File: config.mk
export PLATFORM = sky130hd
export DESIGN_NAME = cssc_top
export DESIGN_NICKNAME = d
export VERILOG_FILES = /design/src/design/cssc_pkg.sv /design/src/design/cssc_sync.sv /design/src/design/cssc_shift_decode.sv /design/src/design/cssc_top.sv
export VERILOG_INCLUDE_DIRS = /design/src /design/src/design
export SDC_FILE = /design/constraint.sdc
export NUM_CORES = 1
export LEC_CHECK = 0
export BUFFER_PORTS_ARGS = -buffer_cell sky130_fd_sc_hd__buf_4
export CORE_MARGIN = 2
export CORE_UTILIZATION = 41
export DETAILED_ROUTE_END_ITERATION = 7
export PLACE_DENSITY = 0.68
export SYNTH_ARGS = -nofsm -noshare
export SYNTH_HDL_FRONTEND = slang
export SYNTH_HIERARCHICAL = 1
export SYNTH_SLANG_ARGS = --single-unit
File: constraint.sdc
create_clock -name clk -period 2.8 [get_ports clk]
set_input_delay 0.14 -clock clk [delete_from_list [all_inputs] [get_ports clk]]
set_output_delay 0.14 -clock clk [all_outputs]
set_load 0.005 [all_outputs]
File: src/design/cssc_cfg.svh
/*
  Constants of the character-set selection control: register map,
  strap layout, shift codes and timing.
  Assumes inclusion by bare name from each design file that needs it.
*/
// What this block does
// RQ1: Bit-8 mode drops parity-error monitoring entirely
// RQ2: Bit-8 mode ignores panel switches and shift codes
// RQ3: Bit 8 feeds output stage, taken on option strobe
// RQ4: Bit 8 high standard, low alternate set
// RQ5: Cut group strap forces standard set for its group
// RQ6: Lock switch up: shift codes switch sets
// RQ7: Logic board sends ~50 ns character-test pulse
// RQ8: Both switches down: primary lamp off unless strap one fitted
// RQ9: Shift-out 016 alternate, shift-in 017 standard
// RQ10: Panel switches override remote clock and data
// RQ11: Parity error in alternate set inhibits substitution
// RQ12: Two selection stages: command then option strobe
`ifndef CSSC_CFG_SVH
`define CSSC_CFG_SVH

`define CSSC_ADDR_W 8
`define CSSC_CTRL_OFS 8'h00
`define CSSC_STAT_OFS 8'h04
`define CSSC_COUNT_OFS 8'h08

// Straps: bit0 strap one, bit1 strap two, bits2-4 group, bit5-6 bit-8 pair
`define CSSC_STRAP_W 7
`define CSSC_CTRL_RST 7'h1f
`define CSSC_STAT_RUNT_BIT 7

`define CSSC_SO_CODE 7'h0e
`define CSSC_SI_CODE 7'h0f

`define CSSC_CLK_NS 4
`define CSSC_CHAR_TEST_NS 50
`define CSSC_CHAR_TEST_CYC ((`CSSC_CHAR_TEST_NS + `CSSC_CLK_NS - 1) / `CSSC_CLK_NS)
`define CSSC_RUNT_CYC (`CSSC_CHAR_TEST_CYC / 4)
`define CSSC_WCNT_W 5
`define CSSC_CNT_W 16

`endif

File: src/design/cssc_pkg.sv
/*
  Types of the character-set selection control.
  Assumes cssc_cfg.svh for widths.
*/
`include "cssc_cfg.svh"
package cssc_pkg;

  // Straps as software sees them in the control register
  typedef struct packed {
    logic bit8_aux_strap;
    logic bit8_route_strap;
    logic lower_group_strap;
    logic upper_group_strap;
    logic figures_group_strap;
    logic strap_two;
    logic strap_one;
  } cssc_straps_t;

  // Logic-board and panel pins, synchronised as one group
  typedef struct packed {
    logic lock_down;
    logic secondary_set_switch;
    logic char_test;
    logic option_sample_strobe;
    logic parity_error;
    logic [2:0] group_hit;
    logic [7:0] char_data;
  } cssc_pins_t;

  typedef struct packed {
    logic [23:0] reserved;
    logic test_pulse_short;
    logic parity_inhibit;
    logic local_control;
    logic bit8_mode;
    logic secondary_lamp;
    logic primary_set_lamp;
    logic stage2_std;
    logic stage1_std;
  } cssc_status_t;

endpackage

File: src/design/cssc_sync.sv
/*
  Two-flop synchroniser for a group of pin levels.
  Assumes every bit changes slowly compared with the clock.
*/
module cssc_sync #(
  parameter int W = 1
) (
  // Clock and reset
  input wire logic clk,
  input wire logic rst_n,
  // Levels
  input wire logic [W-1:0] async_in,
  output logic [W-1:0] sync_out
);
  logic [W-1:0] meta;

  always_ff @(posedge clk or negedge rst_n) begin
    if (!rst_n) begin
      meta <= '0;
      sync_out <= '0;
    end else begin
      meta <= async_in;
      sync_out <= meta;
    end
  end
endmodule

File: src/design/cssc_shift_decode.sv
/*
  Shift-code decoder: recognises the two set-change control codes
  in the low seven bits of a received character.
  Assumes the character is stable when its test strobe is seen.
*/
`include "cssc_cfg.svh"
module cssc_shift_decode (
  // Character
  input wire logic [6:0] code,
  // Decoded commands
  output logic shift_out,
  output logic shift_in
);
  assign shift_out = (code == `CSSC_SO_CODE); // RQ9
  assign shift_in = (code == `CSSC_SI_CODE); // RQ9
endmodule

File: src/design/cssc_top.sv
/*
  Character-set selection control: picks the standard or alternate
  glyph set for the print head from panel switches, shift codes or
  data bit 8, with per-group straps and an APB register file.
  Assumes panel and logic-board pins are asynchronous to clk and
  that strobes stay high for several clock periods.
*/
`include "cssc_cfg.svh"
module cssc_top (
  // Clock and reset
  input wire logic clk,
  input wire logic rst_n,
  // APB slave
  input wire logic [`CSSC_ADDR_W-1:0] paddr,
  input wire logic psel,
  input wire logic penable,
  input wire logic pwrite,
  input wire logic [31:0] pwdata,
  output logic [31:0] prdata,
  output logic pready,
  output logic pslverr,
  // Front panel switches
  input wire logic lock_switch_down,
  input wire logic secondary_set_switch,
  // Logic board
  input wire logic [7:0] char_data,
  input wire logic char_test,
  input wire logic option_sample_strobe,
  input wire logic parity_error,
  input wire logic [2:0] group_hit,
  // Line driver enables and lamps
  output logic alternate_drive_en,
  output logic standard_drive_en,
  output logic primary_set_lamp,
  output logic secondary_lamp
);
  import cssc_pkg::*;

  cssc_pins_t raw_pins;
  cssc_pins_t pins;
  cssc_straps_t straps;
  cssc_status_t status;
  logic [`CSSC_STRAP_W-1:0] ctrl;
  logic test_d;
  logic strobe_d;
  logic test_rise;
  logic test_fall;
  logic strobe_rise;
  logic shift_out;
  logic shift_in;
  logic bit8_mode;
  logic local_control;
  logic stage1_std;
  logic stage2_std;
  logic next_stage2;
  logic group_qualify;
  logic parity_inhibit;
  logic select_alt;
  logic [`CSSC_WCNT_W-1:0] test_width;
  logic test_pulse_short;
  logic runt_event;
  logic [`CSSC_CNT_W-1:0] shift_count;
  logic cmd_taken;
  logic setup;
  logic access;
  logic wr;
  logic hit_ctrl;
  logic hit_stat;
  logic hit_count;
  logic mapped;
  logic next_stage1;
  logic [2:0] group_enable;
  logic next_primary;
  logic wr_ctrl;
  logic wr_stat;
  logic wr_count;
  logic [31:0] next_prdata;

  // Pins
  assign raw_pins = '{
    lock_down: lock_switch_down,
    secondary_set_switch: secondary_set_switch,
    char_test: char_test,
    option_sample_strobe: option_sample_strobe,
    parity_error: parity_error,
    group_hit: group_hit,
    char_data: char_data
  };

  cssc_sync #(
    .W($bits(cssc_pins_t))
  ) u_sync (
    .clk(clk),
    .rst_n(rst_n),
    .async_in(raw_pins),
    .sync_out(pins)
  );

  // Edge detectors look only at the second synchroniser stage
  // Reset low matches the idle pin level, so no false edge after reset
  always_ff @(posedge clk or negedge rst_n) begin
    if (!rst_n) begin
      test_d <= 1'b0;
      strobe_d <= 1'b0;
    end else begin
      test_d <= pins.char_test;
      strobe_d <= pins.option_sample_strobe;
    end
  end

  assign test_rise = pins.char_test && !test_d;
  assign test_fall = !pins.char_test && test_d;
  assign strobe_rise = pins.option_sample_strobe && !strobe_d;

  cssc_shift_decode u_decode (
    .code(pins.char_data[6:0]),
    .shift_out(shift_out),
    .shift_in(shift_in)
  );

  // Mode
  // Bit-8 mode needs both selection straps cut and both bit-8 straps fitted
  assign straps = cssc_straps_t'(ctrl);
  assign bit8_mode = !straps.strap_one && !straps.strap_two &&
                     straps.bit8_route_strap && straps.bit8_aux_strap; // RQ2
  assign local_control = !bit8_mode && pins.lock_down; // RQ2
  // Shift codes count only once the panel has released control
  assign cmd_taken = !bit8_mode && !pins.lock_down && test_rise &&
                     (shift_out || shift_in); // RQ6

  // First stage: panel switches win over any shift command
  // Switch override is synchronous, so a held switch still needs
  // the option strobe before the print head sees it
  always_comb begin
    next_stage1 = stage1_std;
    if (local_control) begin
      next_stage1 = !pins.secondary_set_switch; // RQ10
    end else if (cmd_taken) begin
      next_stage1 = shift_in; // RQ9
    end
  end

  always_ff @(posedge clk or negedge rst_n) begin
    if (!rst_n) begin
      stage1_std <= 1'b1;
    end else begin
      stage1_std <= next_stage1;
    end
  end

  // Second stage: bit 8 replaces the first stage in bit-8 mode
  assign next_stage2 = bit8_mode ? pins.char_data[7] : stage1_std; // RQ3

  always_ff @(posedge clk or negedge rst_n) begin
    if (!rst_n) begin
      stage2_std <= 1'b1;
    end else if (strobe_rise) begin
      stage2_std <= next_stage2; // RQ12
    end
  end

  // Substitution
  assign group_enable = {straps.lower_group_strap, straps.upper_group_strap,
                         straps.figures_group_strap}; // RQ5
  assign group_qualify = |(pins.group_hit & group_enable); // RQ5
  // Parity checking is meaningless when bit 8 carries the selection
  assign parity_inhibit = pins.parity_error && !bit8_mode && !stage2_std; // RQ1
  assign select_alt = !stage2_std && group_qualify && !parity_inhibit; // RQ4

  always_ff @(posedge clk or negedge rst_n) begin
    if (!rst_n) begin
      alternate_drive_en <= 1'b0;
      standard_drive_en <= 1'b1;
    end else begin
      alternate_drive_en <= select_alt; // RQ11
      standard_drive_en <= !select_alt; // RQ11
    end
  end

  // A fitted strap one keeps this lamp lit under local alternate
  // selection, copying the known wiring fault
  assign next_primary = stage2_std ||
                        (straps.strap_one && local_control &&
                         pins.secondary_set_switch); // RQ8

  // Lamps ignore the group straps on purpose
  always_ff @(posedge clk or negedge rst_n) begin
    if (!rst_n) begin
      primary_set_lamp <= 1'b1;
      secondary_lamp <= 1'b0;
    end else begin
      primary_set_lamp <= next_primary; // RQ8
      secondary_lamp <= !stage2_std;
    end
  end

  // Test pulse width watch; a runt often means a cabling fault
  always_ff @(posedge clk or negedge rst_n) begin
    if (!rst_n) begin
      test_width <= '0;
    end else if (test_rise) begin
      test_width <= `CSSC_WCNT_W'(1);
    end else if (pins.char_test && test_width != '1) begin
      test_width <= test_width + `CSSC_WCNT_W'(1);
    end
  end

  assign runt_event = test_fall && (test_width < `CSSC_WCNT_W'(`CSSC_RUNT_CYC)); // RQ7

  // Bus
  assign setup = psel && !penable;
  assign access = psel && penable;
  assign wr = access && pwrite;
  assign wr_ctrl = wr && hit_ctrl;
  assign wr_stat = wr && hit_stat;
  assign wr_count = wr && hit_count;
  // Zero wait states: every register answers in its access cycle
  assign pready = 1'b1;

  always_comb begin
    hit_ctrl = 1'b0;
    hit_stat = 1'b0;
    hit_count = 1'b0;
    if (paddr == `CSSC_CTRL_OFS) begin
      hit_ctrl = 1'b1;
    end else if (paddr == `CSSC_STAT_OFS) begin
      hit_stat = 1'b1;
    end else if (paddr == `CSSC_COUNT_OFS) begin
      hit_count = 1'b1;
    end
  end

  assign mapped = hit_ctrl || hit_stat || hit_count;
  assign pslverr = access && !mapped;

  // Straps live in software; reset fits the usual selection straps
  always_ff @(posedge clk or negedge rst_n) begin
    if (!rst_n) begin
      ctrl <= `CSSC_CTRL_RST;
    end else if (wr_ctrl) begin
      ctrl <= pwdata[`CSSC_STRAP_W-1:0];
    end
  end

  // Sticky runt flag: a new runt wins over a write-one clear
  always_ff @(posedge clk or negedge rst_n) begin
    if (!rst_n) begin
      test_pulse_short <= 1'b0;
    end else if (runt_event) begin
      test_pulse_short <= 1'b1;
    end else if (wr_stat && pwdata[`CSSC_STAT_RUNT_BIT]) begin
      test_pulse_short <= 1'b0;
    end
  end

  // Accepted shift commands; counting wins over a clearing write
  always_ff @(posedge clk or negedge rst_n) begin
    if (!rst_n) begin
      shift_count <= '0;
    end else if (cmd_taken) begin
      shift_count <= shift_count + `CSSC_CNT_W'(1);
    end else if (wr_count) begin
      shift_count <= '0;
    end
  end

  assign status = '{
    reserved: '0,
    test_pulse_short: test_pulse_short,
    parity_inhibit: parity_inhibit,
    local_control: local_control,
    bit8_mode: bit8_mode,
    secondary_lamp: secondary_lamp,
    primary_set_lamp: primary_set_lamp,
    stage2_std: stage2_std,
    stage1_std: stage1_std
  };

  // Read data captured in the setup cycle, held through access
  // Holding it until the next read lets a slow master sample late
  always_comb begin
    next_prdata = prdata;
    if (setup && !pwrite) begin
      if (hit_ctrl) begin
        next_prdata = {{(32 - `CSSC_STRAP_W){1'b0}}, ctrl};
      end else if (hit_stat) begin
        next_prdata = status;
      end else if (hit_count) begin
        next_prdata = {{(32 - `CSSC_CNT_W){1'b0}}, shift_count};
      end else begin
        next_prdata = '0;
      end
    end
  end

  always_ff @(posedge clk or negedge rst_n) begin
    if (!rst_n) begin
      prdata <= '0;
    end else begin
      prdata <= next_prdata;
    end
  end
endmodule

==> results of run 1 <==
## tightest hold or removal path, cell delays in order
cell     delay (ns)
buf_4          0.11
nand2_1        0.05
o31ai_1        0.09
o41ai_1        0.07
## power by group
group          leakage (nW)  total, W  switching [W]  internal (W)
Sequential             1.01   0.00133      0.0000453       0.00129
Combinational          1.02  0.000210      0.0000964      0.000114
Clock                0.0988  0.000870       0.000449      0.000422
## how the worst min path moves through the flow
stage / startpoint / endpoint / slack [ns] / depth (start not counted)
after floorplan: rst_n / alternate_drive_en / -0.16 / 0
after global placement: char_data[1] / u_sync/meta[1] / 0.25 / 1
after detailed placement: char_data[1] / u_sync/meta[1] / 0.25 / 1
after CTS: pwdata[0] / ctrl[0] / 0.005 / 2
after global routing: pwdata[7] / test_pulse_short / 0.15 / 4
final: pwdata[7] / test_pulse_short / 0.15 / 4
## cell families after synthesis
logic type | count (synthesis)
buffers and inverters | 35
AO/OA/AOI/OAI | 60
adder cells (fa/ha/maj) | 3
flip-flops | 85
AND/OR/NAND/NOR | 90
other | 2
multiplexers | 28
## per-stage QoR
| step | util, % | hold slack [ns] | instances | instance area, um2 |
|---|---|---|---|---|
| after global routing | 52.5 | 0.152 | 498 | 4560 |
| after detailed placement | 47.4 | 0.251 | 458 | 4120 |
| after floorplan | - | -0.156 | 318 | 3710 |
| after global placement | 47.4 | 0.249 | 458 | 4120 |
| after CTS | 52.4 | 0.00461 | 497 | 4550 |
| final | 52.5 | 0.149 | 498 | 4560 |
## area by class of cell
cell class | count | share of cell area [%]
flip-flops and latches | 85 | 46.9
multi-input cells | 198 | 30.1
repair buffers | 83 | 15.0
well taps | 108 | 2.97
clock buffers | 10 | 2.80
clock inverters | 6 | 1.57
inverters | 8 | 0.659
## state kept, by name, indices dropped and copies added (netlist names), 5 cells and up
name	flops
ctrl	7
u_sync/meta	16
u_sync/sync_out	16
test_width	5
shift_count	16
prdata	16
## cell usage after synthesis, types with 4 or more instances
library cell  instances  area share [%]
dfrtp_1              76              52
nand2_1              22             2.3
mux2i_1              19             5.2
buf_4                17             3.5
o21ai_0              17             2.3
nand4_1              13             2.2
nor2_1               12             1.2
a22o_1               11             2.6
and3_1                9             1.5
dfstp_2               9             6.5
inv_1                 8            0.82
mux2_4                7             2.9
nand3_1               7            0.96
clkbuf_1              6            0.62
nor2b_1               5            0.85
a21oi_1               4            0.55
## layer usage
metal / GRT usage [%] / wire [um] / vias up
met4: 4.11 / 62 / 0
li1: - / - / 1228
met1: 20.5 / 3260 / 1249
met5: 0 / 0 / -
met3: 4.68 / 377 / 7
met2: 25.3 / 3550 / 80
## layout by cell type, fill, tap and decap left out, types with 2 or more instances in the layout
master and count:
buf_4 59, a31oi_1 3, o22a_1 3, nand2_1 22
dfrtp_1 76, mux2_2 2, and3_1 9, o2bb2ai_1 2
o211ai_1 2, a22oi_1 3, a21boi_0 2, o41ai_1 3
nor2_1 12, mux2i_1 19, o21ai_0 17, nor3_1 3
nor2b_1 5, a2bb2oi_1 3, ha_1 3, conb_1 17
nand4_1 13, a21oi_1 4, nor3b_2 2, mux2_4 7
o31ai_1 2, or2_2 3, nand3_1 7, clkbuf_8 9
a22o_1 11, inv_1 8, dfstp_2 9, dlygate4sd3_1 24
==> results_dict.tcl, run 1 <==
set metrics [dict create \
    num_vias 2564 \
    firstDrtPassIters 4 \
    nFillCells 759 \
    io_pins 99 \
    syn_area_per_cell_um2 12.1 \
    status "finished, final reports clean" \
    crit_arrival_ns 2.53 \
    power_density_mw_per_mm2 529 \
    cp.buffers_inverters 1 \
    synth_mux_area_share_pct 8.69 \
    ctsResizeCount 0 \
    multiInputGateArea_mm2 0.00137 \
    rr_endpoint "shift_count[0]" \
    worst_slack_ns 0.513 \
    cts_tree "done" \
    drc 0 \
    power_w 0.00241 \
    synth_top_family_by_area "simple AND/OR/NAND/NOR gates" \
    seq_area_frac_synth_pct 58.4 \
    clkSinkCount 85 \
    drtIter0Drc 128 \
    clock_latency_ns 0.36 \
    required_ns 3.04 \
    hp-class "primary input to register" \
    hold_buffers 23 \
    dieArea_mm2 0.00969 \
    drive_gt1_share_pct 26.2 \
    diodes 0 \
    syn_inst 303 \
    skew_ns 0.00745 \
    synthAdderAreaFrac_pct 1.03 \
    port_buffers 57 \
    path_class "register to register" \
    tns_ns 0 \
    synthDistinctLibCells 53 \
    final_nets 449 \
    cp_slowest_cell "or4b_1" \
    start_util_pct 42.2 \
    wirelength_um 7250 \
    yosys.area_share.simple_pct 14.3 \
    yosys_warnings 6 \
    reg2reg_depth 7 \
    finalHoldViolCount 0 \
    synth-edff-count 0 \
    vdd_drop_max_uv 472 \
    ant_nets 0 \
    cts_made_buffers 9 \
    grt_antenna_before_repair 0 \
    seqCellArea_mm2 0.00214 \
    r2r_start "u_sync/sync_out[5]" \
    wl_per_cell_um 14.6 \
    clk_pin_slew_worst_paths_ns 0.09 \
    start_kind "register" \
    grt_pass1_vias 2515 \
    p_leak_nw 2.13 \
    netlist_area_mm2 0.00366 \
    max_stage_delay_ns 0.56 \
    fin_crit_ns 2.29 \
    drt-vias-per-instance 5.15 \
    max_freq_ghz 0.437 \
    grt_pass1_wl_um 12100 \
    ys_seq_elements 85 \
    rsz0062_at_grt "false" \
    globalRouteOverflowTotal 0 \
    tightest_slew_ns 1.03 \
    synth_compound_area_share_pct 11.7 \
    finalCritPeriodShare_pct 81.7 \
    crit_end "shift_count[0]" \
    cts_buffer_depth 2 \
    track_usage_pct 15.6 \
    area_growth_pct 24.6 \
    cp.depth 7 \
    cap_violations 0 \
    dp_slack_ns 0.541 \
    final-max-slew-violation-count 0 \
    synth_xor_area_share_pct 0 \
    htreeDepth 3 \
    crit_path_end_kind "register" \
    core_area_mm2 0.00868 \
    crit_family "simple AND/OR/NAND/NOR gates" \
    die_height_um 98.5 \
    cts_root_buf "clkbuf_8" \
    die_x_um 98.5 \
    synth-main-ff-cell "dfrtp_1" \
    crit_fanout 24 \
    relSlewSlack_pct 31.0 \
    postCtsSetupBuffers 0 \
    rows 34 \
    path_cells "or4b_1, nor3_2, or2_2, and3_1, buf_4, nor2b_1, mux2_2" \
    gp_congestion 0.803 \
    finalSetupViolCount 0 \
    async_reset_ff_share_pct 100 \
    dpl.hpwl_um 4710 \
    r2r_slack_ns 0.51 \
    grt_max_degree 86 \
    startpoint "u_sync/sync_out[5]" \
]
No activity file was read; power rests on OpenSTA's default activity.
==> run 2, diff against run 1 <==
Settings changed: PLACE_DENSITY 0.68 to 0.7.
Clock period 2.8 ns to 1.9 ns, I/O delays scaled along.
==> results_dict.tcl, run 2 (synthesis gave the netlist of run 1 again) <==
set metrics [dict create \
    final_nets 461 \
    power_w 0.00363 \
    worst_slack_ns -0.230 \
    start_kind "register" \
    finalHoldViolCount 0 \
    path_cells "or4b_4, nor3_4, o211a_1, nand4_1, o22a_1, mux2_4" \
    status "finished, violations left" \
    grt_max_degree 48 \
    hold_start "pwdata[7]" \
    drtIter0Drc 198 \
    vdd_drop_max_uv 559 \
    gp_congestion 0.805 \
    clkSinkCount 85 \
    start_util_pct 42.2 \
    io_pins 99 \
    die_height_um 98.5 \
    cp_slowest_cell "or4b_4" \
    tightest_slew_ns 0.510 \
    drt-vias-per-instance 5.18 \
    clock_latency_ns 0.36 \
    fin_crit_ns 2.13 \
    dieArea_mm2 0.00969 \
    rows 34 \
    ant_nets 0 \
    track_usage_pct 16.0 \
    rsz0062_at_grt "true" \
    diodes 0 \
    grt_pass1_vias 2660 \
    cap_violations 0 \
    r2r_start "u_sync/sync_out[5]" \
    required_ns 2.14 \
    cts_tree "done" \
    wl_per_cell_um 14.3 \
    startpoint "u_sync/sync_out[5]" \
    final-max-slew-violation-count 0 \
    grt_antenna_before_repair 0 \
    skew_ns 0.00860 \
    finalSetupViolCount 15 \
    grt_pass1_wl_um 12500 \
    violations "negative setup slack" \
    cts_made_buffers 9 \
    htreeDepth 3 \
    port_buffers 57 \
    seqCellArea_mm2 0.00214 \
    multiInputGateArea_mm2 0.00142 \
    drive_gt1_share_pct 30.1 \
    cts_root_buf "clkbuf_8" \
    drc 0 \
    clk_pin_slew_worst_paths_ns 0.09 \
    finalCritPeriodShare_pct 112 \
    wirelength_um 7310 \
    crit_arrival_ns 2.37 \
    firstDrtPassIters 4 \
    die_x_um 98.5 \
    power_density_mw_per_mm2 767 \
    final_common_cell "dfrtp_1" \
    num_vias 2640 \
    cts_buffer_depth 2 \
    crit_path_end_kind "register" \
    nFillCells 738 \
    dpl.hpwl_um 5070 \
    core_area_mm2 0.00868 \
    cp.buffers_inverters 0 \
    hp-class "primary input to register" \
    relSlewSlack_pct 66.0 \
    path_class "register to register" \
    max_stage_delay_ns 0.57 \
    tns_ns -1.92 \
    final_util_pct 54.5 \
    fin_cells 510 \
    crit_fanout 4 \
    area_growth_pct 29.2 \
    p_leak_nw 2.21 \
    placed_cells 469 \
    globalRouteOverflowTotal 0 \
    crit_family "simple AND/OR/NAND/NOR gates" \
    final_cell_mix "dfrtp_1 (76), buf_4 (69), dlygate4sd3_1 (24), nand2_1 (22), mux2i_1 (19)" \
    max_freq_ghz 0.469 \
]
## run 2: changes by cell type in the layout (fill, tap and decap cells not counted), sizes merged
| cell | before | now |
|---|---|---|
| buf | 59 | 71 |
| clkinv | 2 | 3 |
| clkinvlp | 1 | 0 |
## run 2: routing by layer
metal	up-vias	wire length, um	global-route usage (%)
li1	1258	-	-
met1	1279	3130	20.6
met2	93	3670	26.7
met3	10	433	4.26
met4	0	74	5.16
met5	-	0	0
## run 2: where the power goes
part	switching [W]	leakage, nW	total [W]	internal (W)
Sequential	0.0000666	1.01	0.00196	0.00190
Combinational	0.000148	1.09	0.000325	0.000178
Clock	0.000674	0.110	0.00134	0.000668
## run 2: per-stage QoR
stage               setup slack [ns]  hold slack, ns  cell area (um2)
detailed placement            -0.165           0.105             4230
global placement              -0.119           0.103             4230
finish                        -0.230           0.110             4730
CTS                           -0.194           0.101             4710
floorplan                    -0.0526          -0.201             3740
global route                  -0.306           0.123             4730
## run 2: path summary, 6_finish.rpt
path                                 endpoint  slack (ns)  cells after the start
max                           shift_count[11]       -0.23                      6
min reg2reg                u_sync/sync_out[0]        0.34                      0
max in group asynchronous             ctrl[1]        0.99                      3
min in group asynchronous          prdata[13]        0.25                      2
max reg2reg                   shift_count[11]       -0.23                      6
min                          test_pulse_short        0.11                      4
## run 2: timing repair
action | 4_1_cts | 5_1_grt
resized for setup | 6 | 3
hold endpoints to repair | 57 | 0
setup buffers | 0 | 1
setup endpoints to repair | 15 | 15
hold buffers | 24 | 0
gates cloned | 0 | 0
pin swaps | 1 | 1
## run 2: cell type report
class | instances | share of cell area (%)
Multi-Input combinational cell | 198 | 29.9
Sequential cell | 85 | 45.2
Tap cell | 108 | 2.86
Timing Repair Buffer | 95 | 16.8
Inverter | 8 | 0.635
Clock buffer | 10 | 2.91
Clock inverter | 6 | 1.67
## run 2: tightest hold or removal path, cell delays in order
cell and delay (ns):
buf_4 0.11, nand2_1 0.05, o31ai_1 0.10, o41ai_1 0.08
